==> config.mk <==
export PLATFORM = sky130hd
export DESIGN_NAME = bcc_top
export DESIGN_NICKNAME = d
export VERILOG_FILES = /design/src/bcc_pkg.sv /design/src/bcc_top.sv /design/src/bcc_sync2.sv /design/src/bcc_pin_gate.sv
export VERILOG_INCLUDE_DIRS = /design/src
export SDC_FILE = /design/constraint.sdc
export NUM_CORES = 1
export LEC_CHECK = 0
export BUFFER_PORTS_ARGS = -buffer_cell sky130_fd_sc_hd__buf_2
export CAP_MARGIN = 20
export CORE_AREA = 2 2 93 95
export CTS_BUF_LIST = sky130_fd_sc_hd__clkbuf_8 sky130_fd_sc_hd__clkbuf_16
export DETAILED_ROUTE_END_ITERATION = 7
export DIE_AREA = 0 0 95 97
export PLACE_DENSITY = 0.83
export SYNTH_ARGS = -nofsm -noshare
export SYNTH_HDL_FRONTEND = slang
export SYNTH_SLANG_ARGS = --single-unit
==> constraint.sdc <==
create_clock -name aclk -period 1.79 [get_ports aclk]
set_input_delay 0.179 -clock aclk [delete_from_list [all_inputs] [get_ports aclk]]
set_output_delay 0.179 -clock aclk [all_outputs]
set_load 0.02 [all_outputs]
==> src/bcc_params.svh <==
`ifndef BCC_PARAMS_SVH
`define BCC_PARAMS_SVH

// ----------------------------------------------------------------------
// Register map
// ----------------------------------------------------------------------

// Byte address of the common control register.
`define BCC_COMMON_CTRL_OFFSET 12'h000
// Number of byte address bits decoded by the slave.
`define BCC_ADDR_W 12

// ----------------------------------------------------------------------
// Field positions
// ----------------------------------------------------------------------

// Address-map select.
`define BCC_MAP_BIT 12
// Fixed-one reserved bit.
`define BCC_ONE_HI_BIT 4
// Byte-order flag, read only.
`define BCC_ENDIAN_BIT 3
// Fixed-one reserved bit.
`define BCC_ONE_LO_BIT 2
// Memory-pin standby drive.
`define BCC_MEM_DRIVE_BIT 1
// Clock-pin standby drive.
`define BCC_CLK_DRIVE_BIT 0

// ----------------------------------------------------------------------
// Reset values
// ----------------------------------------------------------------------

// Address-map select after reset.
`define BCC_MAP_RESET 1'h0
// Memory-pin standby drive after reset.
`define BCC_MEM_DRIVE_RESET 1'h0
// Clock-pin standby drive after reset.
`define BCC_CLK_DRIVE_RESET 1'h0
// Byte-order flag while the strap has not been taken yet.
`define BCC_ENDIAN_RESET 1'h0

// ----------------------------------------------------------------------
// Timing
// ----------------------------------------------------------------------

// Cycles after reset release before the synchronised strap is valid.
`define BCC_STRAP_SETTLE 2'h2

`endif

==> src/bcc_pkg.sv <==
// ----------------------------------------------------------------------
// Types shared by the common control block
// ----------------------------------------------------------------------

package bcc_pkg;

    // AXI response codes.
    typedef enum logic [1:0]
    {
        BCC_RESP_OKAY = 2'b00,
        BCC_RESP_SLVERR = 2'b10
    } bcc_resp_type;

    // Active external address map.
    typedef enum logic
    {
        BCC_MAP_FIRST = 1'b0,
        BCC_MAP_SECOND = 1'b1
    } bcc_map_type;

    // Data alignment of all external spaces.
    typedef enum logic
    {
        BCC_BIG_ENDIAN = 1'b0,
        BCC_LITTLE_ENDIAN = 1'b1
    } bcc_endian_type;

endpackage

==> src/bcc_top.sv <==
`timescale 1ns/10ps
`include "bcc_params.svh"

// ----------------------------------------------------------------------
// Common control register of the bus state controller
// ----------------------------------------------------------------------

// How it works
// RULE_01: bit 12 picks first or second map.
// RULE_02: bit 3 holds mode pin, read only.
// RULE_03: flag 0 big endian, 1 little endian.
// RULE_04: one byte-order flag for every space.
// RULE_05: bits 31..13 and 11..5 read zero.
// RULE_06: bits 4 and 2 always read one.
// RULE_07: bit 1 keeps memory pins driven in standby.
// RULE_08: bit 0 keeps clock pins driven in standby.
// RULE_09: software programs this before other areas.
// RULE_10: map decides usable areas and sizes.
// RULE_11: writes touch only the writable bits.
module bcc_top
#(
    parameter int MEM_PIN_W = 38,
    parameter int CLK_PIN_W = 4
)
(
    // Clock and reset.
    input wire logic aclk,
    input wire logic aresetn,
    // AXI4-Lite write address channel.
    input wire logic awvalid,
    output logic awready,
    input wire logic [`BCC_ADDR_W-1:0] awaddr,
    input wire logic [2:0] awprot,
    // AXI4-Lite write data channel.
    input wire logic wvalid,
    output logic wready,
    input wire logic [31:0] wdata,
    input wire logic [3:0] wstrb,
    // AXI4-Lite write response channel.
    output logic bvalid,
    input wire logic bready,
    output bcc_pkg::bcc_resp_type bresp,
    // AXI4-Lite read address channel.
    input wire logic arvalid,
    output logic arready,
    input wire logic [`BCC_ADDR_W-1:0] araddr,
    input wire logic [2:0] arprot,
    // AXI4-Lite read data channel.
    output logic rvalid,
    input wire logic rready,
    output logic [31:0] rdata,
    output bcc_pkg::bcc_resp_type rresp,
    // Byte-order strap pin.
    input wire logic byte_order_mode_pin,
    // Settings used by the rest of the bus state controller.
    output bcc_pkg::bcc_map_type address_map,
    output bcc_pkg::bcc_endian_type bus_byte_order,
    output logic byte_order_valid,
    // Area decode of an external physical address.
    input wire logic [28:0] ext_addr,
    output logic [2:0] ext_area,
    output logic ext_area_usable,
    output logic ext_area_own_ctrl,
    // Standby request and the pad enables to gate.
    input wire logic standby,
    input wire logic [MEM_PIN_W-1:0] mem_pin_oe_req,
    input wire logic [CLK_PIN_W-1:0] clk_pin_oe_req,
    output logic [MEM_PIN_W-1:0] mem_pin_oe,
    output logic [CLK_PIN_W-1:0] clk_pin_oe
);

    import bcc_pkg::*;

    // ------------------------------------------------------------------
    // Register state
    // ------------------------------------------------------------------

    // Writable fields.
    logic map_q;
    logic map_d;
    logic memory_pin_standby_drive_q;
    logic memory_pin_standby_drive_d;
    logic clock_pin_standby_drive_q;
    logic clock_pin_standby_drive_d;
    // Byte-order flag and its capture control.
    logic endian_q;
    logic strap_taken_q;
    logic [1:0] settle_q;
    logic strap_sync;
    // Write channel holding state.
    logic aw_held_q;
    logic w_held_q;
    logic [`BCC_ADDR_W-1:0] waddr_q;
    logic [31:0] wdata_q;
    logic [3:0] wstrb_q;
    logic bvalid_q;
    bcc_resp_type bresp_q;
    // Read channel state.
    logic rvalid_q;
    logic [31:0] rdata_q;
    bcc_resp_type rresp_q;

    // ------------------------------------------------------------------
    // Strap capture
    // ------------------------------------------------------------------

    // The mode pin comes from outside and passes two flops first.
    bcc_sync2 u_strap_sync
    (
        .aclk(aclk),
        .aresetn(aresetn),
        .async_in(byte_order_mode_pin),
        .sync_out(strap_sync)
    );

    // Once the synchroniser has settled after release, the level is
    // taken once and then held until the next reset.
    logic strap_take;
    assign strap_take = !strap_taken_q && (settle_q == `BCC_STRAP_SETTLE);

    // Settle counter and one-time capture of the byte-order flag.
    always_ff @(posedge aclk)
    begin
        if (!aresetn)
        begin
            settle_q <= 2'h0;
            strap_taken_q <= 1'h0;
            endian_q <= `BCC_ENDIAN_RESET;
        end
        else
        begin
            if (settle_q != `BCC_STRAP_SETTLE)
            begin
                settle_q <= settle_q + 2'h1;
            end
            if (strap_take)
            begin
                strap_taken_q <= 1'h1;
                endian_q <= strap_sync; // RULE_02 RULE_03
            end
        end
    end

    // ------------------------------------------------------------------
    // Write channel
    // ------------------------------------------------------------------

    // Each channel is taken while its holding slot is free and no response is pending.
    assign awready = !aw_held_q && !bvalid_q;
    assign wready = !w_held_q && !bvalid_q;

    logic aw_take;
    logic w_take;
    logic wr_commit;
    logic wr_hit;
    assign aw_take = awvalid && awready;
    assign w_take = wvalid && wready;
    assign wr_commit = aw_held_q && w_held_q && !bvalid_q;
    assign wr_hit = ((waddr_q >> 2) == (`BCC_COMMON_CTRL_OFFSET >> 2));

    // Address and data are held in either order until both are here.
    always_ff @(posedge aclk)
    begin
        if (!aresetn)
        begin
            aw_held_q <= 1'h0;
            w_held_q <= 1'h0;
            waddr_q <= '0;
            wdata_q <= 32'h0000_0000;
            wstrb_q <= 4'h0;
        end
        else
        begin
            if (aw_take)
            begin
                aw_held_q <= 1'h1;
                waddr_q <= awaddr;
            end
            else if (wr_commit)
            begin
                aw_held_q <= 1'h0;
            end
            if (w_take)
            begin
                w_held_q <= 1'h1;
                wdata_q <= wdata;
                wstrb_q <= wstrb;
            end
            else if (wr_commit)
            begin
                w_held_q <= 1'h0;
            end
        end
    end

    // Only the three writable bits follow a write, lane by lane; the
    // flag and the fixed bits have no storage that a write could reach.
    logic lane0_wr;
    logic lane1_wr;
    assign lane0_wr = wr_commit && wr_hit && wstrb_q[0];
    assign lane1_wr = wr_commit && wr_hit && wstrb_q[1];
    assign map_d = lane1_wr ? wdata_q[`BCC_MAP_BIT] : map_q; // RULE_11
    assign memory_pin_standby_drive_d =
        lane0_wr ? wdata_q[`BCC_MEM_DRIVE_BIT] : memory_pin_standby_drive_q; // RULE_11
    assign clock_pin_standby_drive_d =
        lane0_wr ? wdata_q[`BCC_CLK_DRIVE_BIT] : clock_pin_standby_drive_q; // RULE_11

    // Writable fields with their reset values.
    always_ff @(posedge aclk)
    begin
        if (!aresetn)
        begin
            map_q <= `BCC_MAP_RESET; // RULE_01
            memory_pin_standby_drive_q <= `BCC_MEM_DRIVE_RESET; // RULE_07
            clock_pin_standby_drive_q <= `BCC_CLK_DRIVE_RESET; // RULE_08
        end
        else
        begin
            map_q <= map_d; // RULE_01
            memory_pin_standby_drive_q <= memory_pin_standby_drive_d;
            clock_pin_standby_drive_q <= clock_pin_standby_drive_d;
        end
    end

    // Response is raised when the write is committed and held for bready.
    always_ff @(posedge aclk)
    begin
        if (!aresetn)
        begin
            bvalid_q <= 1'h0;
            bresp_q <= BCC_RESP_OKAY;
        end
        else if (wr_commit)
        begin
            bvalid_q <= 1'h1;
            bresp_q <= wr_hit ? BCC_RESP_OKAY : BCC_RESP_SLVERR;
        end
        else if (bvalid_q && bready)
        begin
            bvalid_q <= 1'h0;
        end
    end

    assign bvalid = bvalid_q;
    assign bresp = bresp_q;

    // ------------------------------------------------------------------
    // Read channel
    // ------------------------------------------------------------------

    // Read image: reserved zero bits, fixed one bits, fields in place.
    logic [31:0] read_image;
    always_comb
    begin
        read_image = 32'h0000_0000; // RULE_05
        read_image[`BCC_MAP_BIT] = map_q;
        read_image[`BCC_ONE_HI_BIT] = 1'h1; // RULE_06
        read_image[`BCC_ENDIAN_BIT] = endian_q; // RULE_02
        read_image[`BCC_ONE_LO_BIT] = 1'h1; // RULE_06
        read_image[`BCC_MEM_DRIVE_BIT] = memory_pin_standby_drive_q;
        read_image[`BCC_CLK_DRIVE_BIT] = clock_pin_standby_drive_q;
    end

    logic ar_take;
    logic rd_hit;
    assign arready = !rvalid_q;
    assign ar_take = arvalid && arready;
    assign rd_hit = ((araddr >> 2) == (`BCC_COMMON_CTRL_OFFSET >> 2));

    // One read at a time; data appear the cycle after the address.
    always_ff @(posedge aclk)
    begin
        if (!aresetn)
        begin
            rvalid_q <= 1'h0;
            rdata_q <= 32'h0000_0000;
            rresp_q <= BCC_RESP_OKAY;
        end
        else if (ar_take)
        begin
            rvalid_q <= 1'h1;
            rdata_q <= rd_hit ? read_image : 32'h0000_0000;
            rresp_q <= rd_hit ? BCC_RESP_OKAY : BCC_RESP_SLVERR;
        end
        else if (rvalid_q && rready)
        begin
            rvalid_q <= 1'h0;
        end
    end

    assign rvalid = rvalid_q;
    assign rdata = rdata_q;
    assign rresp = rresp_q;

    // ------------------------------------------------------------------
    // Settings to the controller
    // ------------------------------------------------------------------

    // A single flag sets the alignment of all spaces together.
    assign bus_byte_order = bcc_endian_type'(endian_q); // RULE_04
    assign byte_order_valid = strap_taken_q;
    assign address_map = bcc_map_type'(map_q); // RULE_01

    // ------------------------------------------------------------------
    // Area decode
    // ------------------------------------------------------------------

    // Bits 28..26 name the 64-Mbyte area; bit 25 splits it in halves.
    logic lower_half;
    logic full_area;
    logic half_area;
    assign ext_area = ext_addr[28:26];
    assign lower_half = !ext_addr[25];
    // Areas 0 and 3 are full size under either map.
    assign full_area = (ext_area == 3'h0) || (ext_area == 3'h3);
    // Areas 4 to 6 give the lower 32 Mbytes only under the first map.
    assign half_area = (ext_area == 3'h4) || (ext_area == 3'h5) || (ext_area == 3'h6);
    assign ext_area_usable = full_area
        || (half_area && (map_q || lower_half)); // RULE_10
    // Under the second map, areas 5 and 6 use their own control sets.
    assign ext_area_own_ctrl = map_q
        && ((ext_area == 3'h5) || (ext_area == 3'h6)); // RULE_10

    // ------------------------------------------------------------------
    // Standby pin control
    // ------------------------------------------------------------------

    // Address, strobes, selects, direction and byte masks.
    bcc_pin_gate #(.WIDTH(MEM_PIN_W)) u_mem_gate
    (
        .aclk(aclk),
        .aresetn(aresetn),
        .oe_req(mem_pin_oe_req),
        .standby(standby),
        .keep_drive(memory_pin_standby_drive_q), // RULE_07
        .pin_oe(mem_pin_oe)
    );

    // Bus clock, clock enable, row and column strobes.
    bcc_pin_gate #(.WIDTH(CLK_PIN_W)) u_clk_gate
    (
        .aclk(aclk),
        .aresetn(aresetn),
        .oe_req(clk_pin_oe_req),
        .standby(standby),
        .keep_drive(clock_pin_standby_drive_q), // RULE_08
        .pin_oe(clk_pin_oe)
    );

endmodule

==> src/bcc_sync2.sv <==
`timescale 1ns/10ps

// ----------------------------------------------------------------------
// Two-flop synchroniser for a level arriving from a pin
// ----------------------------------------------------------------------

module bcc_sync2
(
    // Clock and reset.
    input wire logic aclk,
    input wire logic aresetn,
    // Asynchronous level in, synchronised level out.
    input wire logic async_in,
    output logic sync_out
);

    // First stage; only the second stage reads it.
    logic meta_q;

    // Two stages clear to a constant under reset.
    always_ff @(posedge aclk)
    begin
        if (!aresetn)
        begin
            meta_q <= 1'h0;
            sync_out <= 1'h0;
        end
        else
        begin
            meta_q <= async_in;
            sync_out <= meta_q;
        end
    end

endmodule

==> src/bcc_pin_gate.sv <==
`timescale 1ns/10ps

// ----------------------------------------------------------------------
// Standby gating of one group of output enables
// ----------------------------------------------------------------------

module bcc_pin_gate
#(
    parameter int WIDTH = 8
)
(
    // Clock and reset.
    input wire logic aclk,
    input wire logic aresetn,
    // Enables wanted by the bus logic for this pin group.
    input wire logic [WIDTH-1:0] oe_req,
    // Standby state and the drive choice for standby.
    input wire logic standby,
    input wire logic keep_drive,
    // Registered enables to the pads.
    output logic [WIDTH-1:0] pin_oe
);

    // Pins float in standby unless software asked to keep them driven.
    logic [WIDTH-1:0] pin_oe_d;
    assign pin_oe_d = (standby && !keep_drive) ? '0 : oe_req;

    // The enables come from flip-flops and float during reset.
    always_ff @(posedge aclk)
    begin
        if (!aresetn)
        begin
            pin_oe <= '0;
        end
        else
        begin
            pin_oe <= pin_oe_d;
        end
    end

endmodule

==> impl_metrics.py, run 1 <==
metrics = {
    "run_status": {
        "status": "completed",
    },
    "place": {
        "port-buffer-count": 142,
        "hpwlAfterDp_mm": 4.90,
        "place_congestion": 0.725,
    },
    "logic_synthesis": {
        "synth_top_area_cell": "dfxtp_1",
        "synth-simple-area-share": 0.231,
        "synth.top_cell.area_share": 0.542,
        "syn_area_um2": 2850,
        "syn_area_per_cell_um2": 10.9,
        "ys_ff_latch": 77,
        "syn_inst": 262,
        "synth.area.top_cells": "dfxtp_1 (54%), and2_1 (10%), buf_4 (8.7%), mux2i_1 (7.0%), nor2b_1 (4.2%)",
        "synth_top_family_by_area": "simple AND/OR/NAND/NOR gates",
        "post_synth_mux_area_share": 0.0704,
        "synth_xor_area_frac": 0.00616,
        "yosysUniqueCellTypes": 35,
        "synth_compound_gate_area_share": 0.0400,
        "ys_seq_area_frac": 0.542,
        "synth-adder-area-share": 0.00440,
        "ys_warn_count": 0,
    },
    "global_route": {
        "met2_usage": 0.235,
        "met1_usage": 0.134,
        "grt_max_degree": 39,
        "grt_overflow_total": 0,
        "grt_pass1_wl_mm": 9.58,
        "grt_use_met3": 0.0646,
        "busiest_layer": "met2",
        "grt_pass1_vias": 2125,
        "antenna_found_initial": 1,
        "grt_usage": 0.135,
    },
    "cts": {
        "cts_tree": "built",
        "post_cts_resized": 0,
        "clock_path_buffers": 2,
        "cts_sinks": 77,
        "hold_buffers": 0,
        "cts_setup_buffers": 0,
        "clock-root-buffer": "clkbuf_8",
        "path_clk_slew_ns": 0.08,
        "insertion_delay_ns": 0.34,
        "htreeDepth": 3,
        "cts_made_buffers": 9,
    },
    "critical_path": {
        "crit_fanout": 3,
        "critPathRequiredTime_ns": 2.06,
        "arrival_ns": 1.83,
        "timing_worst_setup_path_type": "flop to flop",
        "ff2ff_path_depth": 3,
        "cp-end-kind": "flop",
        "cp-start-kind": "flop",
    },
    "floorplanning": {
        "start_util": 0.350,
        "dieWidth_um": 95,
        "dieArea_um2": 9220,
        "die_h_um": 97,
        "io_pins": 237,
        "core_area_um2": 8130,
        "rows": 33,
    },
    "routing": {
        "drc": 0,
        "finalWirelength_mm": 6.07,
        "drtAntennaViolNets": 0,
        "vias": 2127,
        "via_per_inst": 4.13,
        "first_pass_iters": 4,
        "wl_per_cell_um": 11.8,
        "drtIter0Drc": 51,
    },
    "pwr": {
        "p_leak_nw": 1.91,
        "seqPwrFrac": 0.472,
        "p_comb_frac": 0.140,
        "powerDensity_nw_per_um2": 1050,
        "p_sw_mw": 0.944,
        "clkPwrFrac": 0.389,
        "irDropWorstVdd_mv": 0.578,
        "switching_share": 0.239,
        "totalPowerFinal_mw": 3.96,
        "p_int_mw": 3.01,
    },
    "sta": {
        "slew_violations": 0,
        "relSlewSlack": 0.646,
        "hold_violations": 0,
        "tightest_slew_ns": 0.528,
        "clock_skew_ns": 0.00980,
        "setup_viol": 0,
        "min_period_ns": 1.57,
        "fmax_mhz": 639,
        "rsz0062_at_grt": "false",
        "min_period_over_period": 0.874,
        "setup_tns_ns": 0,
    },
    "layout": {
        "nFillCells": 800,
        "syn_to_final_growth_pct": 33.1,
        "fin_nets": 552,
        "final_util": 0.466,
        "diodes": 0,
        "drive_gt1_frac": 0.417,
    },
    "flow_run": {
        "max-cap-violations": 0,
    },
    "worst_hold_path": {
        "whs_path_depth": 2,
        "hold_class": "primary input to flop",
    },
}
-- metal layers --
metal	share of wire	up-vias
met2	0.50	106
met3	0.12	9
met4	0.012	2
met5	0.0021	-
met1	0.37	941
li1	-	1069
-- state kept, by name (all words and copies together), names as in the netlist, 2 cells and up --
signal	count
u_clk_gate.pin_oe	4
waddr_q	10
wstrb_q	2
wdata_q	3
u_mem_gate.pin_oe	38
settle_q	2
rdata	5
-- kinds of logic (layout without fill, tap and decap cells) --
group,count (synthesis),count (layout)
other cells,1,28
buf+inv,46,167
xor+xnor,2,2
fa+ha+maj,1,1
mux,20,20
compound gates,15,15
flops,77,77
simple gates,100,100
-- final cells by class --
cell class / instances / area [um2] / area share
repair buffers: 146 / 741 / 0.196
well taps: 105 / 131 / 0.0347
clock buffers: 10 / 138 / 0.0363
inverters: 5 / 18.8 / 0.00496
clock inverters: 6 / 103 / 0.0271
multi-input cells: 166 / 1110 / 0.294
flip-flops and latches: 77 / 1540 / 0.407
-- power by group through the flow --
stage               clock, mW  sequential (mW)  combinational (mW)
global route             1.67             1.88               0.611
finish                   1.54             1.87               0.553
floorplan                   0             1.96               0.354
detailed placement          0             1.91               0.559
global placement            0             1.90               0.543
CTS                      1.60             1.87               0.559
-- final timing paths --
check / startpoint / endpoint / slack [ns]
worst min register to register: u_strap_sync.meta_q / u_strap_sync.sync_out / 0.45
worst max-delay path: waddr_q[5] / memory_pin_standby_drive_q / 0.22
worst max register to register: waddr_q[5] / memory_pin_standby_drive_q / 0.22
worst min-delay path: clk_pin_oe_req[2] / u_clk_gate.pin_oe[2] / 0.03
-- per-stage QoR --
step,cell area [um2],std cells,hold WS (ns),worst slack (ns)
2_1_floorplan,2950,289,0.301,0.372
3_3_place_gp,3550,499,0.377,0.272
3_5_place_dp,3550,499,0.381,0.261
4_1_cts,3790,515,0.00881,0.226
5_1_grt,3790,515,0.0110,0.170
6_report,3790,515,0.0338,0.225
-- synth_stat cells --
cell	instances
and2_1	47
o21a_1	1
nand2_1	10
or3_1	1
buf_4	33
or3b_2	2
clkbuf_1	6
nor4_2	1
a21oi_1	2
nand2b_1	5
mux2i_1	20
dfxtp_1	77
nor4_1	2
nand3b_4	1
nor2b_1	19
nor4_4	1
and3_1	2
xnor2_1	1
nor4b_1	1
a21boi_0	4
ha_1	1
and4_1	1
nor3b_1	1
a22o_1	4
o21ai_0	2
nor2_1	2
xor2_1	1
nand3_1	1
inv_1	5
o311a_2	1
or4_4	2
conb_1	1
nor3b_2	1
buf_2	2
o211a_1	1
-- cells in the final DEF (no fill, tap or decap), drive strengths merged, types with 5 or more instances in the layout --
master,netlist,layout
and2,47,47
buf,35,146
clkbuf,6,10
conb,1,28
dfxtp,77,77
inv,5,7
mux2i,20,20
nand2,10,10
nand2b,5,5
nor2b,19,19
-- critical path, stage by stage, from the launching register on --
cell     delay [ns]
dfxtp_1        0.33
or4_4          0.58
nor4_4         0.36
mux2i_1        0.24
Note: power is estimated with default switching activity, not from simulation.
==> inputs of run 2 (changes only) <==
- ABC_AREA: not set -> 1
- REMOVE_ABC_BUFFERS: not set -> 1
==> impl_metrics.py, run 2 <==
metrics = {
    "run_status": {
        "status": "completed",
    },
    "place": {
        "place_area_um2": 3510,
        "hpwlAfterDp_mm": 4.88,
        "port-buffer-count": 142,
        "dp.cells": 591,
        "place_ws_ns": 0.0341,
        "place_congestion": 0.732,
    },
    "layout": {
        "drive_gt1_frac": 0.333,
        "syn_to_final_growth_pct": 30.5,
        "final_util": 0.457,
        "largest_reg_flops": 38,
        "fin_nets": 646,
        "final_common_cell": "buf_2",
        "regMostFlops": "u_mem_gate.pin_oe",
        "seq_area_um2": 1540,
        "fin_area_um2": 3720,
        "multi_input_area_um2": 853,
        "fin_cells": 610,
        "nFillCells": 822,
        "final_cell_mix": "buf_2 (142), nor2_1 (86), dfxtp_1 (77)",
    },
    "pwr": {
        "irDropWorstVdd_mv": 0.498,
        "p_leak_nw": 2.09,
        "totalPowerFinal_mw": 3.58,
        "powerDensity_nw_per_um2": 962,
    },
    "cts": {
        "cts_made_buffers": 9,
        "clock-root-buffer": "clkbuf_8",
        "cts_setup_buffers": 0,
        "path_clk_slew_ns": 0.08,
        "cts_sinks": 77,
        "cts_tree": "built",
        "clock_path_buffers": 2,
        "htreeDepth": 3,
        "insertion_delay_ns": 0.34,
    },
    "global_route": {
        "antenna_found_initial": 2,
        "grt_max_degree": 29,
        "grt_pass1_vias": 2326,
        "grt_usage": 0.134,
        "grt_pass1_wl_mm": 9.67,
        "grt_overflow_total": 0,
    },
    "sta": {
        "hold_violations": 0,
        "min_period_over_period": 0.833,
        "clock_skew_ns": 0.0110,
        "timing.final.ws_setup_ns": 0.299,
        "setup_viol": 0,
        "min_period_ns": 1.49,
        "slew_violations": 0,
        "hold_ws_ns": 0.0407,
        "fmax_mhz": 671,
        "rsz0062_at_grt": "false",
        "setup_tns_ns": 0,
    },
    "floorplanning": {
        "die_h_um": 97,
        "rows": 33,
        "io_pins": 237,
        "core_area_um2": 8130,
        "dieArea_um2": 9220,
        "dieWidth_um": 95,
        "start_util": 0.350,
    },
    "critical_path": {
        "critPathTopFamily": "flip-flops",
        "crit_chain": "inv_1 > nor4_1 > buf_2",
        "cp-end-kind": "output pin",
        "slowest_stage": "dfxtp_1",
        "r2r_start": "memory_pin_standby_drive_q",
        "critPathMaxStageDelay_ns": 0.36,
        "startpoint": "address_map",
        "arrival_ns": 1.31,
        "crit_buf_inv": 2,
        "crit_fanout": 3,
        "cp-start-kind": "flop",
        "timing_worst_setup_path_type": "flop to output pin",
        "critPathRequiredTime_ns": 1.61,
    },
    "logic_synthesis": {
        "ys_seq_area_frac": 0.541,
        "synth.top_cell.area_share": 0.541,
        "synth_top_area_cell": "dfxtp_1",
        "yosysUniqueCellTypes": 22,
        "synth_most_common_cell": "nor2_1",
        "ys_ff_latch": 77,
        "netlist_top_cells_count": "nor2_1 (86), dfxtp_1 (77), inv_1 (67), buf_4 (32), nand2_1 (24)",
        "synth-edff-count": 0,
        "ys_warn_count": 0,
        "synth.area.top_cells": "dfxtp_1 (54%), nor2_1 (11%), inv_1 (8.8%), buf_4 (8.4%), o21ai_0 (3.7%)",
        "syn_inst": 355,
        "syn_area_per_cell_um2": 8.02,
        "syn_area_um2": 2850,
        "synth_flop_cell": "dfxtp_1",
        "synth-async-reset-ratio": 0,
    },
    "flow_run": {
        "max-cap-violations": 0,
    },
    "routing": {
        "via_per_inst": 4.09,
        "drc": 0,
        "finalWirelength_mm": 6.17,
        "drtAntennaViolNets": 0,
        "wl_per_cell_um": 10.1,
        "vias": 2494,
        "first_pass_iters": 4,
        "drtIter0Drc": 36,
    },
    "worst_hold_path": {
        "hold_start": "mem_pin_oe_req[9]",
        "hold_class": "primary input to flop",
    },
}
==> run 2: cell count changes in the layout (fill, tap and decap cells not counted), moves of 4 or more <==
| cell | change |
|---|---|
| a21oi_1 | +15 |
| a22o_1 | -4 |
| and2_1 | -47 |
| clkinvlp_4 | +4 |
| inv_1 | +61 |
| mux2i_1 | -20 |
| nand2_1 | +14 |
| nand2b_1 | -5 |
| nand3_1 | +6 |
| nor2_1 | +84 |
| nor2b_1 | -19 |
| o21ai_0 | +18 |
==> run 2: cell families after synthesis <==
group / count (synthesis) / share of synthesized area
adders and majority gates: 1 / 0.00439
AOI/OAI and AO/OA: 40 / 0.0721
other: 1 / 0.00132
buffers and inverters: 109 / 0.196
DFF: 77 / 0.541
and+or+nand+nor: 127 / 0.185
==> run 2: where the power goes <==
part	total, mW	internal (mW)	switching, mW
combinational	0.552	0.195	0.357
sequential	1.87	1.82	0.0480
clock	1.15	0.507	0.647
total	3.58	2.52	1.05
==> run 2: final timing paths <==
path,endpoint,slack [ns],cells past startpoint
max,ext_area_own_ctrl,0.30,3
min,u_mem_gate.pin_oe[9],0.04,3
max reg2reg,u_mem_gate.pin_oe[8],0.59,4
min reg2reg,u_strap_sync.sync_out,0.42,2
==> run 2: layer usage <==
layer,track usage,wire [um],share of wire,up-vias
met5,0,13,0.0021,-
met4,0.0446,48,0.0078,2
met3,0.0701,708,0.11,6
met2,0.237,3010,0.49,123
met1,0.132,2390,0.39,1078
li1,-,-,-,1285
==> run 2: tightest hold or removal path, stage by stage <==
cell	delay, ns
buf_2	0.09
inv_1	0.04
nor2_1	0.03
==> run 2: repair_timing <==
item                                   4_1_cts  5_1_grt
setup endpoints to repair                    0        0
endpoints found under the hold margin        1        0
resized for setup                            0        0
hold buffers                                 1        0
==> run 2: cell type report <==
| class | count | share of cell area |
|---|---|---|
| sequential | 77 | 0.415 |
| antenna | 1 | 0.000673 |
| multi-input combinational | 196 | 0.230 |
| tap | 105 | 0.0353 |
| clock inverter | 7 | 0.0138 |
| inverter | 68 | 0.0687 |
| clock buffer | 9 | 0.0333 |
| timing repair buffer | 147 | 0.204 |
